## config.mk

```make
export PLATFORM = sky130hd
export DESIGN_NAME = e1rs_top
export DESIGN_NICKNAME = d
export VERILOG_FILES = /design/src/shared/e1rs_pkg.sv /design/src/hw/e1rs_top.sv
export VERILOG_INCLUDE_DIRS = /design/src /design/src/shared
export SDC_FILE = /design/constraint.sdc
export NUM_CORES = 1
export LEC_CHECK = 0
export ABC_AREA = 1
export BUFFER_PORTS_ARGS = -buffer_cell sky130_fd_sc_hd__buf_2
export CELL_PAD_IN_SITES_DETAIL_PLACEMENT = 1
export CELL_PAD_IN_SITES_GLOBAL_PLACEMENT = 2
export CORE_MARGIN = 2
export CORE_UTILIZATION = 39
export DETAILED_ROUTE_END_ITERATION = 12
export GPL_ROUTABILITY_DRIVEN = 1
export PLACE_DENSITY_LB_ADDON = 0.1
export SYNTH_ARGS = -nofsm -noshare
export SYNTH_HDL_FRONTEND = slang
export SYNTH_SLANG_ARGS = --single-unit
```

## constraint.sdc

```tcl
create_clock -name mclk -period 3.2 [get_ports mclk]
set_input_delay 0.64 -clock mclk [delete_from_list [all_inputs] [get_ports mclk]]
set_output_delay 0.64 -clock mclk [all_outputs]
set_load 0.005 [all_outputs]
```

## src/shared/e1rs_regs.svh

```systemverilog
// Register offsets, field positions and timing figures of the receive status block.
// Assumes an 8-bit register port and a 25 MHz framer clock.
`ifndef E1RS_REGS_SVH
`define E1RS_REGS_SVH
`define E1RS_ADDR_W         4
`define E1RS_OFS_CTRL0      4'h0
`define E1RS_OFS_CTRL1      4'h1
`define E1RS_OFS_DELAY      4'h2
`define E1RS_OFS_STAT0      4'h3
`define E1RS_OFS_STAT1      4'h4
`define E1RS_OFS_SPARE      4'h5
`define E1RS_OFS_EVENT      4'h6
`define E1RS_CTRL0_RST      8'h00
`define E1RS_CTRL1_RST      8'h00
`define E1RS_ZERO8          8'h00
`define E1RS_B_FOUR_ERR     0
`define E1RS_B_SW_CHECK     1
`define E1RS_B_FMT_LO       2
`define E1RS_B_FMT_HI       3
`define E1RS_B_ALARM_SIM    4
`define E1RS_B_DUAL_RAIL    5
`define E1RS_B_AUTO_TRI_DIS 6
`define E1RS_B_TX_TRI       7
`define E1RS_B_FORCE_RS     0
`define E1RS_B_MF_FORCE_RS  1
`define E1RS_B_FREEZE       2
`define E1RS_B_PRBS_EN      3
`define E1RS_B_BUF_SIZE     4
`define E1RS_FMT_INTERWORK  2'h3
`define E1RS_ERR_THR3       3'h3
`define E1RS_ERR_THR4       3'h4
`define E1RS_MF_GOOD_NEED   2'h2
`define E1RS_SHORT_PULSES   2'h3
`define E1RS_SHORT_WAIT     8'h80
`define E1RS_OPEN_ZEROS     6'h20
`define E1RS_UPD_BITS_BIG   10'h200
`define E1RS_UPD_BITS_SMALL 10'h100
`define E1RS_SLOT_MAX       6'h3F
`define E1RS_PRBS_WIN       6'h20
`define E1RS_PRBS_MAX_ERR   6'h08
`define E1RS_NMF_TIME_MS    400
`define E1RS_CLK_KHZ        25000
`endif

```

## src/shared/e1rs_pkg.sv

```systemverilog
// Types shared by the receive status block and its bench.
// Assumes the constants header is included alongside.
package e1rs_pkg;
  typedef enum logic [1:0] {
    E1RS_SYNC   = 2'b00,
    E1RS_HUNT   = 2'b01,
    E1RS_WAIT_S = 2'b10,
    E1RS_WAIT_F = 2'b11
  } e1rs_fa_e;
  typedef struct packed {
    logic fas_strobe;
    logic fas_good;
    logic sw_strobe;
    logic sw_good;
    logic sw_bit3;
    logic mf_end;
    logic mf_error;
  } e1rs_rx_ev_s;
  typedef struct packed {
    logic prbs_change;
    logic tx_line_change;
    logic mf_recovery;
    logic ra_recovery;
    logic ra;
    logic align_recovery;
    logic align_loss;
  } e1rs_evt_s;
endpackage

```

## src/hw/e1rs_top.sv

```systemverilog
// Receive sync status block: frame and multiframe alignment, alarms, line checks.
// Assumes framer event strobes are one cycle long and synchronous to mclk.
//
// Summary of operation
// - Loss flag sets after 3 or 4 bad alignment words, or bad service words.
// - Rising loss flag sets the alignment loss event bit.
// - Two control bits pick 3/4 error threshold and service word checking.
// - Resync needs good alignment, good service word bit2, good alignment again.
// - Loss flag clearing sets the alignment recovery event bit.
// - Multiframe lost with frame loss; multiframe hunt starts after frame regain.
// - Two error-free CRC multiframes clear the multiframe loss flag.
// - Doubleframe holds multiframe loss set; force commands or frame loss set it.
// - Multiframe loss flag clearing sets the multiframe recovery event bit.
// - Alarm simulation forces loss flag; release needs simulation off and sync.
// - Service word bit 3 sets remote alarm flag and its event bit.
// - Remote alarm clearing sets the remote alarm recovery event bit.
// - Remote alarm mirrored in spare register; simulation sets flag and event.
// - Interworking: no multiframe within 400 ms sets flag, switches to doubleframe.
// - No-multiframe flag clears whenever frame alignment is lost.
// - Ternary mode: 3 shorted pulses flag short, tristate unless disabled.
// - After 128 pulse periods retry outputs; clear short once gone.
// - Short flag changes raise line event; tristate bit freezes line flags.
// - 32 transmitted zeros set open flag, next pulse clears; rise raises event.
// - Buffer delay is 6-bit slots, updated every 512 or 256 bits.
// - Freeze request holds delay until read; invalid when buffer bypassed.
// - PRBS lock flag tolerates 10^-1 errors; every change raises event.
`timescale 1ns/1ps
`include "e1rs_regs.svh"
module e1rs_top
  import e1rs_pkg::*;
#(
  parameter int NMF_CYCLES = `E1RS_NMF_TIME_MS * `E1RS_CLK_KHZ
)(
  input  wire logic                     mclk,
  input  wire logic                     rstn,
  input  wire logic [`E1RS_ADDR_W-1:0]  addr,
  input  wire logic [7:0]               wr_data,
  input  wire logic                     wr_en,
  input  wire logic                     rd_en,
  output logic      [7:0]               rd_data,
  input  wire e1rs_rx_ev_s              rx_ev,
  input  wire logic                     tx_pulse_tick,
  input  wire logic                     tx_mark,
  input  wire logic                     short_detect,
  input  wire logic                     rx_bit_tick,
  input  wire logic [9:0]               buf_fill_bits,
  input  wire logic                     buf_bypass,
  input  wire logic                     prbs_bit_tick,
  input  wire logic                     prbs_bit_err,
  output logic                          tx_line_out_a_oe,
  output logic                          tx_line_out_b_oe
);
  localparam int NMF_W = $clog2(NMF_CYCLES + 1);

  // ==========================================================
  // Register port.
  logic [7:0] ctrl0_q, ctrl0_d, ctrl1_q, ctrl1_d, rd_data_d;
  e1rs_evt_s  evt_q, evt_d, evt_set;
  logic       four_error_loss_sel, service_word_check_sel;
  logic [1:0] rx_frame_format;
  logic       alarm_simulation, dual_rail_sel;
  logic       auto_tristate_disable, tx_line_tristate;
  logic       delay_freeze_req, prbs_monitor_enable, buffer_size_sel;
  logic       force_resync_cmd, multiframe_force_resync_cmd;
  logic       wr_c0, wr_c1, rd_dly, rd_evt;

  assign four_error_loss_sel         = ctrl0_q[`E1RS_B_FOUR_ERR];
  assign service_word_check_sel      = ctrl0_q[`E1RS_B_SW_CHECK];
  assign rx_frame_format             = ctrl0_q[`E1RS_B_FMT_HI:`E1RS_B_FMT_LO];
  assign alarm_simulation            = ctrl0_q[`E1RS_B_ALARM_SIM];
  assign dual_rail_sel               = ctrl0_q[`E1RS_B_DUAL_RAIL];
  assign auto_tristate_disable       = ctrl0_q[`E1RS_B_AUTO_TRI_DIS];
  assign tx_line_tristate            = ctrl0_q[`E1RS_B_TX_TRI];
  assign force_resync_cmd            = ctrl1_q[`E1RS_B_FORCE_RS];
  assign multiframe_force_resync_cmd = ctrl1_q[`E1RS_B_MF_FORCE_RS];
  assign delay_freeze_req            = ctrl1_q[`E1RS_B_FREEZE];
  assign prbs_monitor_enable         = ctrl1_q[`E1RS_B_PRBS_EN];
  assign buffer_size_sel             = ctrl1_q[`E1RS_B_BUF_SIZE];
  assign wr_c0  = wr_en && addr == `E1RS_OFS_CTRL0;
  assign wr_c1  = wr_en && addr == `E1RS_OFS_CTRL1;
  assign rd_dly = rd_en && addr == `E1RS_OFS_DELAY;
  assign rd_evt = rd_en && addr == `E1RS_OFS_EVENT;

  // ==========================================================
  // Frame alignment.
  e1rs_fa_e   fa_q, fa_d;
  logic [2:0] fas_bad_q, fas_bad_d, sw_bad_q, sw_bad_d, thr;
  logic       lfa_q, lfa_d;

  always_comb
  begin
    fa_d      = fa_q;
    fas_bad_d = fas_bad_q;
    sw_bad_d  = sw_bad_q;
    thr       = four_error_loss_sel ? `E1RS_ERR_THR4 : `E1RS_ERR_THR3;
    unique case (fa_q)
      E1RS_SYNC:
      begin
        if (rx_ev.fas_strobe)
          fas_bad_d = rx_ev.fas_good ? 3'h0 : fas_bad_q + 3'h1;
        if (rx_ev.sw_strobe && service_word_check_sel)
          sw_bad_d = rx_ev.sw_good ? 3'h0 : sw_bad_q + 3'h1;
        if (fas_bad_d >= thr || sw_bad_d >= thr)
        begin
          fa_d      = E1RS_HUNT;
          fas_bad_d = 3'h0;
          sw_bad_d  = 3'h0;
        end
      end
      E1RS_HUNT:
        if (rx_ev.fas_strobe && rx_ev.fas_good)
          fa_d = E1RS_WAIT_S;
      E1RS_WAIT_S:
        if (rx_ev.sw_strobe)
          fa_d = rx_ev.sw_good ? E1RS_WAIT_F : E1RS_HUNT;
      E1RS_WAIT_F:
        if (rx_ev.fas_strobe)
          fa_d = rx_ev.fas_good ? E1RS_SYNC : E1RS_HUNT;
    endcase
    lfa_d = alarm_simulation || fa_d != E1RS_SYNC;
  end

  always_ff @(posedge mclk or negedge rstn)
  begin
    if (!rstn)
    begin
      fa_q      <= E1RS_HUNT;
      fas_bad_q <= 3'h0;
      sw_bad_q  <= 3'h0;
      lfa_q     <= 1'b1;
    end
    else
    begin
      fa_q      <= fa_d;
      fas_bad_q <= fas_bad_d;
      sw_bad_q  <= sw_bad_d;
      lfa_q     <= lfa_d;
    end
  end

  // ==========================================================
  // Multiframe alignment and interworking timeout.
  logic             multiframe_align_lost_q, multiframe_align_lost_d, nmf_q, nmf_d, crc_mode;
  logic [1:0]       mf_good_q, mf_good_d;
  logic [NMF_W-1:0] nmf_cnt_q, nmf_cnt_d;

  assign crc_mode = rx_frame_format[1] && !nmf_q;

  always_comb
  begin
    multiframe_align_lost_d    = multiframe_align_lost_q;
    mf_good_d = mf_good_q;
    nmf_d     = nmf_q;
    nmf_cnt_d = nmf_cnt_q;
    if (!crc_mode || lfa_q || force_resync_cmd || multiframe_force_resync_cmd)
    begin
      multiframe_align_lost_d    = 1'b1;
      mf_good_d = 2'h0;
    end
    else if (multiframe_align_lost_q && rx_ev.mf_end)
    begin
      mf_good_d = rx_ev.mf_error ? 2'h0 : mf_good_q + 2'h1;
      if (mf_good_d == `E1RS_MF_GOOD_NEED)
        multiframe_align_lost_d = 1'b0;
    end
    if (lfa_q)
    begin
      nmf_d     = 1'b0;
      nmf_cnt_d = '0;
    end
    else if (rx_frame_format == `E1RS_FMT_INTERWORK && multiframe_align_lost_q && !nmf_q)
    begin
      nmf_cnt_d = nmf_cnt_q + NMF_W'(1);
      if (nmf_cnt_d == NMF_W'(NMF_CYCLES))
        nmf_d = 1'b1;
    end
  end

  always_ff @(posedge mclk or negedge rstn)
  begin
    if (!rstn)
    begin
      multiframe_align_lost_q    <= 1'b1;
      mf_good_q <= 2'h0;
      nmf_q     <= 1'b0;
      nmf_cnt_q <= '0;
    end
    else
    begin
      multiframe_align_lost_q    <= multiframe_align_lost_d;
      mf_good_q <= mf_good_d;
      nmf_q     <= nmf_d;
      nmf_cnt_q <= nmf_cnt_d;
    end
  end

  // ==========================================================
  // Remote alarm.
  logic ra_q, ra_d;

  always_comb
  begin
    ra_d = ra_q;
    if (alarm_simulation)
      ra_d = 1'b1;
    else if (lfa_q)
      ra_d = 1'b0;
    else if (rx_ev.sw_strobe)
      ra_d = rx_ev.sw_bit3;
  end

  always_ff @(posedge mclk or negedge rstn)
  begin
    if (!rstn)
      ra_q <= 1'b0;
    else
      ra_q <= ra_d;
  end

  // ==========================================================
  // Transmit line short and open supervision.
  logic [1:0] sh_cnt_q, sh_cnt_d;
  logic [7:0] sh_wait_q, sh_wait_d;
  logic [5:0] zero_q, zero_d;
  logic       xls_q, xls_d, xlo_q, xlo_d, drive_q, drive_d;

  always_comb
  begin
    sh_cnt_d  = sh_cnt_q;
    sh_wait_d = sh_wait_q;
    xls_d     = xls_q;
    xlo_d     = xlo_q;
    zero_d    = zero_q;
    drive_d   = drive_q;
    if (dual_rail_sel)
    begin
      xls_d    = 1'b0;
      sh_cnt_d = 2'h0;
      drive_d  = 1'b1;
    end
    else if (tx_pulse_tick && !tx_line_tristate)
    begin
      if (!xls_q)
      begin
        sh_cnt_d = short_detect ? sh_cnt_q + 2'h1 : 2'h0;
        if (sh_cnt_d == `E1RS_SHORT_PULSES)
        begin
          xls_d     = 1'b1;
          drive_d   = auto_tristate_disable;
          sh_wait_d = 8'h0;
          sh_cnt_d  = 2'h0;
        end
      end
      else if (sh_wait_q != `E1RS_SHORT_WAIT)
      begin
        sh_wait_d = sh_wait_q + 8'h1;
        if (sh_wait_d == `E1RS_SHORT_WAIT)
          drive_d = 1'b1;
      end
      else if (short_detect)
      begin
        drive_d   = auto_tristate_disable;
        sh_wait_d = 8'h0;
      end
      else
      begin
        xls_d   = 1'b0;
        drive_d = 1'b1;
      end
    end
    if (tx_pulse_tick && !tx_line_tristate)
    begin
      if (tx_mark)
      begin
        zero_d = 6'h0;
        xlo_d  = 1'b0;
      end
      else if (zero_q != `E1RS_OPEN_ZEROS)
      begin
        zero_d = zero_q + 6'h1;
        if (zero_d == `E1RS_OPEN_ZEROS)
          xlo_d = 1'b1;
      end
    end
  end

  always_ff @(posedge mclk or negedge rstn)
  begin
    if (!rstn)
    begin
      sh_cnt_q  <= 2'h0;
      sh_wait_q <= 8'h0;
      zero_q    <= 6'h0;
      xls_q     <= 1'b0;
      xlo_q     <= 1'b0;
      drive_q   <= 1'b1;
    end
    else
    begin
      sh_cnt_q  <= sh_cnt_d;
      sh_wait_q <= sh_wait_d;
      zero_q    <= zero_d;
      xls_q     <= xls_d;
      xlo_q     <= xlo_d;
      drive_q   <= drive_d;
    end
  end

  // ==========================================================
  // Elastic buffer delay.
  logic [9:0] upd_q, upd_d, period;
  logic [5:0] dly_q, dly_d;

  function automatic logic [5:0] bits_to_slots(input logic [9:0] b);
    if (b[9:3] > 7'(`E1RS_SLOT_MAX))
      return `E1RS_SLOT_MAX;
    return b[8:3];
  endfunction

  always_comb
  begin
    upd_d  = upd_q;
    dly_d  = dly_q;
    period = buffer_size_sel ? `E1RS_UPD_BITS_SMALL : `E1RS_UPD_BITS_BIG;
    if (rx_bit_tick)
    begin
      upd_d = upd_q + 10'h1;
      if (upd_d >= period)
      begin
        upd_d = 10'h0;
        if (!delay_freeze_req && !buf_bypass)
          dly_d = bits_to_slots(buf_fill_bits);
      end
    end
  end

  always_ff @(posedge mclk or negedge rstn)
  begin
    if (!rstn)
    begin
      upd_q <= 10'h0;
      dly_q <= 6'h0;
    end
    else
    begin
      upd_q <= upd_d;
      dly_q <= dly_d;
    end
  end

  // ==========================================================
  // PRBS synchronizer.
  logic [5:0] pwin_q, pwin_d, perr_q, perr_d;
  logic       plock_q, plock_d;

  always_comb
  begin
    pwin_d  = pwin_q;
    perr_d  = perr_q;
    plock_d = plock_q;
    if (!prbs_monitor_enable)
    begin
      pwin_d  = 6'h0;
      perr_d  = 6'h0;
      plock_d = 1'b0;
    end
    else if (prbs_bit_tick)
    begin
      pwin_d = pwin_q + 6'h1;
      perr_d = perr_q + {5'h0, prbs_bit_err};
      if (pwin_d == `E1RS_PRBS_WIN)
      begin
        plock_d = perr_d < `E1RS_PRBS_MAX_ERR;
        pwin_d  = 6'h0;
        perr_d  = 6'h0;
      end
    end
  end

  always_ff @(posedge mclk or negedge rstn)
  begin
    if (!rstn)
    begin
      pwin_q  <= 6'h0;
      perr_q  <= 6'h0;
      plock_q <= 1'b0;
    end
    else
    begin
      pwin_q  <= pwin_d;
      perr_q  <= perr_d;
      plock_q <= plock_d;
    end
  end

  // ==========================================================
  // Control, event and read data registers.
  always_comb
  begin
    evt_set.align_loss     = lfa_d && !lfa_q;
    evt_set.align_recovery = !lfa_d && lfa_q;
    evt_set.ra             = ra_d && !ra_q;
    evt_set.ra_recovery    = !ra_d && ra_q;
    evt_set.mf_recovery    = !multiframe_align_lost_d && multiframe_align_lost_q;
    evt_set.tx_line_change = (xls_d != xls_q) || (xlo_d && !xlo_q);
    evt_set.prbs_change    = plock_d != plock_q;
    evt_d   = (rd_evt ? '0 : evt_q) | evt_set;
    ctrl0_d = wr_c0 ? wr_data : ctrl0_q;
    ctrl1_d = wr_c1 ? wr_data : ctrl1_q;
    ctrl1_d[`E1RS_B_FORCE_RS]    = wr_c1 && wr_data[`E1RS_B_FORCE_RS];
    ctrl1_d[`E1RS_B_MF_FORCE_RS] = wr_c1 && wr_data[`E1RS_B_MF_FORCE_RS];
    if (rd_dly && !wr_c1)
      ctrl1_d[`E1RS_B_FREEZE] = 1'b0;
    rd_data_d = `E1RS_ZERO8;
    if (rd_en)
      unique case (addr)
        `E1RS_OFS_CTRL0: rd_data_d = ctrl0_q;
        `E1RS_OFS_CTRL1: rd_data_d = ctrl1_q;
        `E1RS_OFS_DELAY: rd_data_d = {2'h0, dly_q};
        `E1RS_OFS_STAT0: rd_data_d = {lfa_q, ra_q, nmf_q, multiframe_align_lost_q, 4'h0};
        `E1RS_OFS_STAT1: rd_data_d = {6'h0, xls_q, xlo_q};
        `E1RS_OFS_SPARE: rd_data_d = {3'h0, ra_q, 3'h0, plock_q};
        `E1RS_OFS_EVENT: rd_data_d = {1'b0, evt_q};
        default:         rd_data_d = `E1RS_ZERO8;
      endcase
  end

  always_ff @(posedge mclk or negedge rstn)
  begin
    if (!rstn)
    begin
      ctrl0_q          <= `E1RS_CTRL0_RST;
      ctrl1_q          <= `E1RS_CTRL1_RST;
      evt_q            <= '0;
      rd_data          <= `E1RS_ZERO8;
      tx_line_out_a_oe <= 1'b1;
      tx_line_out_b_oe <= 1'b1;
    end
    else
    begin
      ctrl0_q          <= ctrl0_d;
      ctrl1_q          <= ctrl1_d;
      evt_q            <= evt_d;
      rd_data          <= rd_data_d;
      tx_line_out_a_oe <= drive_d;
      tx_line_out_b_oe <= drive_d;
    end
  end
endmodule

```

== Word level (Yosys, flattened, before mapping) ==
Index checks and enable logic that the tools add are counted.

* Word-level logic and storage cells: 209
* Output and inout bits: 10
* Bits in registers: 117

* Eq/ne operators: 24
* Bitwise logic cells: 2
* Mux-type cells: 80
* $add $sub $neg: 10
* $lt $le $gt $ge: 5
* Reduce and logical (&&, ||, !) cells: 56

{| class="wikitable"
|+ Operators by type and width
! kind !! number
|-
| $mux W6 || 10
|-
| $pmux W8 S7 || 1
|-
| $mux W24 || 2
|-
| $mux W8 || 5
|-
| $mux W1 || 35
|-
| $mux W3 || 10
|-
| $mux W2 || 13
|-
| $add A24 B1 Y24 const B || 1
|-
| $eq A24 B24 Y1 const B || 1
|-
| $logic_and A1 B1 Y1 || 21
|-
| $mux W10 || 2
|-
| $reduce_bool A2 Y1 || 8
|-
| $add A6 B1 Y6 const B || 2
|-
| $eq A4 B3 Y1 const B || 3
|-
| $eq A6 B6 Y1 const B || 2
|-
| $logic_not A1 Y1 || 12
|-
| $add A10 B1 Y10 const B || 1
|-
| $eq A2 B2 Y1 const B || 5
|-
| $ge A10 B10 Y1 || 1
|-
| $add A8 B1 Y8 const B || 1
|-
| $eq A4 B2 Y1 const B || 2
|-
| $eq A8 B8 Y1 const B || 1
|-
| $ne A8 B8 Y1 const B || 1
|-
| $pmux W2 S4 || 1
|-
| 23 further kinds || 36
|}

== Logic depth before layout (Yosys ltp) ==
* Word-level depth: 13
* Mapped depth: 14
* Depth with buffers taken out: 14

== Worst setup path after synthesis ==
Ideal clock, no wire load.

* Path kind: input to register
* Start point: input rx_ev[6] (netlist name)
* End point: register evt_q[0] (netlist name)
* Setup slack: 935 ps
* Required time: 3,070 ps
* Setup time: 130 ps
* Cell stages on the path: 13
* Buffers on the path: 0
* Arrival: 2,134 ps
* Path through: inv_1 -> or2_2 -> nor2_1 -> a21oi_1 -> ha_1 -> o21ai_0 -> nand2_1 -> nand2_1 -> nand3_1 -> a21boi_0 -> nand2_1 -> nand2_1 -> o21ai_0

{| class="wikitable"
|+ RTL lines
! element !! line !! RTL
|-
| start, declared || e1rs_top.sv:41 || <nowiki>input wire e1rs_rx_ev_s rx_ev,</nowiki>
|-
| end signal, assigned || e1rs_top.sv:443 || <nowiki>evt_q <= evt_d;</nowiki>
|-
| end, declared || e1rs_top.sv:58 || <nowiki>e1rs_evt_s evt_q, evt_d, evt_set;</nowiki>
|}

== Worst setup path after layout ==
* Start point: register upd_q[0]
* End point: register dly_q[0]

* Word-level cells in the longest chain between the ends: 3

{| class="wikitable"
|+ RTL lines
! element !! line !! RTL
|-
| start, declared || e1rs_top.sv:311 || <nowiki>logic [9:0] upd_q, upd_d, period;</nowiki>
|-
| start signal, assigned || e1rs_top.sv:346 || <nowiki>upd_q <= upd_d;</nowiki>
|-
| $add A10 B1 Y10 || e1rs_top.sv:327 || <nowiki>upd_d = upd_q + 10'h1;</nowiki>
|-
| $ge A10 B10 Y1 || e1rs_top.sv:328 || <nowiki>if (upd_d >= period)</nowiki>
|-
| $reduce_and A3 Y1 (no line) || - ||
|-
| end signal, assigned || e1rs_top.sv:347 || <nowiki>dly_q <= dly_d;</nowiki>
|-
| end, declared || e1rs_top.sv:312 || <nowiki>logic [5:0] dly_q, dly_d;</nowiki>
|}

Every way passes these cells.
A chain may end at the register's enable or synchronous reset.

==> reports/metrics.cfg <==
[clock_network]
postCtsSetupRepairBufs=0
clock_sink_count=117
ctsResizeCount=0
cts_max_level=4
clk_pin_slew_ns=0.06
clkLatencyLatePin_ns=0.41
cts_made_buffers=17
cts-root-buf=clkbuf_16
clockBufferDepth=2
cts_hold_buf=0
cts_tree=built

[power]
p_clk_share_pct=38.4
internal-power_uw=3230
p_leak_uw=0.003497
p_sw_uw=1601
switching_share_pct=33.15
p_per_area_mw_per_mm2=634.3
power.total_uw=4831
seq_power_share_pct=41.3
power.share.combinational_pct=20.3
ir_drop_v=0.0003527

[routing]
ant_nets=0
dr_total_vias=5851
drt-initial-drc-count=224
vias_per_cell=5.192
wl_per_cell_um=15.75
wirelength_um=17750
drc_errors=0
drt_pass1_iterations=4

[synthesis]
syn_area_mm2=0.006536
yosysSeqAreaShare_pct=44.87
synth_edf_count=0
synth-seq-cells=117
yosysTopAreaCell=dfrtp_1
yosysUniqueCellTypes=45
yosys-top-cells-area=dfrtp_1, nand2_1, inv_1
postSynth.asyncResetShare_pct=100.0
yosysWarnings=0
avgSynthCellArea_um2=7.819
syn_nets=895
synth_ff_type=dfrtp_1
synth_top_area_share_pct=43.26
synthCells=836

[grt]
antenna_found_initial=0
overflow=0
grt_usage_pct=21.21
grt_pass1_wl_um=30280
grt_max_degree=53
first_global_vias=6279

[die]
dieArea_mm2=0.01781
coreArea_mm2=0.01647
ios=50
initial_core_util_pct=39.70
fp-row-count=47
die_y_um=133.5
die_x_um=133.5

[timing]
fmax_mhz=383.7
fin_skew_ns=0.008485
hold_viol=0
tns_ns=0
setup_violations=0
tightest_slew_ns=0.8515
rsz0062_at_grt=no
slew_headroom_pct=43.10
period_share_pct=81.45
maxSlewViolCount=0
min_period_ns=2.606

[worst_setup_path]
crit_fanout=8
worstSetupPathType=reg2reg
startpoint_type=flip-flop
required_ns=3.50
endpoint_kind=flip-flop
arrival_ns=2.91

[placement]
dp_hpwl_um=13290
placedCellCount=1095
port_buffers=46
placed_cell_area_mm2=0.007049
finalWeightedCongestion=0.8106

[cells_and_area]
drive_above_1_share_pct=13.89
fill_cells=2041
final_common_cell=nand2_1
syn_to_final_growth_pct=16.52
nets=953
final_cell_mix=nand2_1, inv_1, dfrtp_1
n_antenna_cell=0
fin_util_pct=46.25
finalInstanceArea_mm2=0.007616
final_cells=1127

[run]
cap_violations=0

[worst_hold_path]
worstHoldPathType=in2async

[status]
status=finished clean

[cell usage after synthesis, types with 6 or more instances]
cell	instances
nand2_1	192
inv_1	117
dfrtp_1	113
nor2_1	71
nand3_1	65
o21ai_0	62
o22ai_1	35
nand4_1	23
a21oi_1	19
ha_1	19
xor2_1	17
nor3_1	12
or2_2	8
clkbuf_1	7
inv_2	6
nand2_2	6
nor2_2	6
nor2_4	6
[layout make-up]
type                    count  area, um^2  share of cell area [%]
clock buffers              18       429.2                   5.635
clock inverters            14       137.6                   1.807
inverters                 126       473.0                   6.210
well taps                 220       275.3                   3.614
multi-input cells         583        3088                   40.55
repair buffers             49       280.3                   3.680
flip-flops and latches    117        2933                   38.51
[registers in the layout, summed over array words and instances (netlist names), 7 cells and up]
| name | flops |
|---|---|
| nmf_cnt_q | 24 |
| upd_q | 10 |
| ctrl0_q | 8 |
| ctrl1_q | 8 |
| rd_data | 8 |
| sh_wait_q | 8 |
| evt_q | 7 |
[power groups by stage]
stage | Combinational (uW) | Clock (uW) | Sequential, uW
final | 981 | 1860 | 1990
after global routing | 1140 | 1970 | 2030
after CTS | 1000 | 1900 | 2000
after detailed placement | 992 | 0 | 2020
after global placement | 942 | 0 | 2000
after floorplan | 711 | 0 | 1940
[worst max-delay path, stage by stage, from the launching register on]
cell	delay (ns)
dfrtp_1	0.39
ha_1	0.24
nand3_2	0.13
nor3_4	0.19
nand3_1	0.12
xor2_1	0.18
ha_1	0.28
nand4_1	0.09
nor3_1	0.26
nand4_2	0.18
nand2_4	0.16
nand3_4	0.11
nand2_1	0.10
nand2_1	0.05
[cells by family after synthesis]
family                   count (synthesis)  synth area share, %
flip-flops                             117                44.87
buffers and inverters                  136                7.887
AND/OR/NAND/NOR                        399                27.87
adder cells (fa/ha/maj)                 19                3.637
XOR/XNOR                                22                3.063
AO/OA/AOI/OAI                          143                12.67
[through the flow]
stage | hold WS (ns) | worst slack [ns]
floorplan | 0.3444 | 0.9354
global placement | 0.4487 | 0.5237
detailed placement | 0.4687 | 0.5113
CTS | 0.2931 | 0.5623
global route | 0.3089 | 0.3835
finish | 0.2719 | 0.5936
[path summary, 6_finish.rpt]
check / from / to / slack, ns / depth (start not counted)
min: rstn / pwin_q[4]$_DFFE_PN0P_ / 0.27 / 1
min in group mclk: rx_ev[0] / mf_good_q[0]$_DFFE_PN0P_ / 0.43 / 2
max reg2reg: upd_q[0]$_DFFE_PN0P_ / dly_q[0]$_DFFE_PN0P_ / 0.59 / 13
max: upd_q[0]$_DFFE_PN0P_ / dly_q[0]$_DFFE_PN0P_ / 0.59 / 13
max in group asynchronous: rstn / multiframe_align_lost_q$_DFF_PN1_ / 2.18 / 2
min reg2reg: ra_q$_DFF_PN0_ / evt_q[2]$_DFF_PN0_ / 0.48 / 1
[routing by layer]
layer  share of wire [%]  global-route usage [%]  vias up
li1                    -                       -     2884
met1                  45                   26.45     2872
met2                  51                   37.31       83
met3                 3.0                   4.871       12
met4                 1.0                   5.142        0
met5                   0                       0        -
No activity file was read; power rests on OpenSTA's default activity.
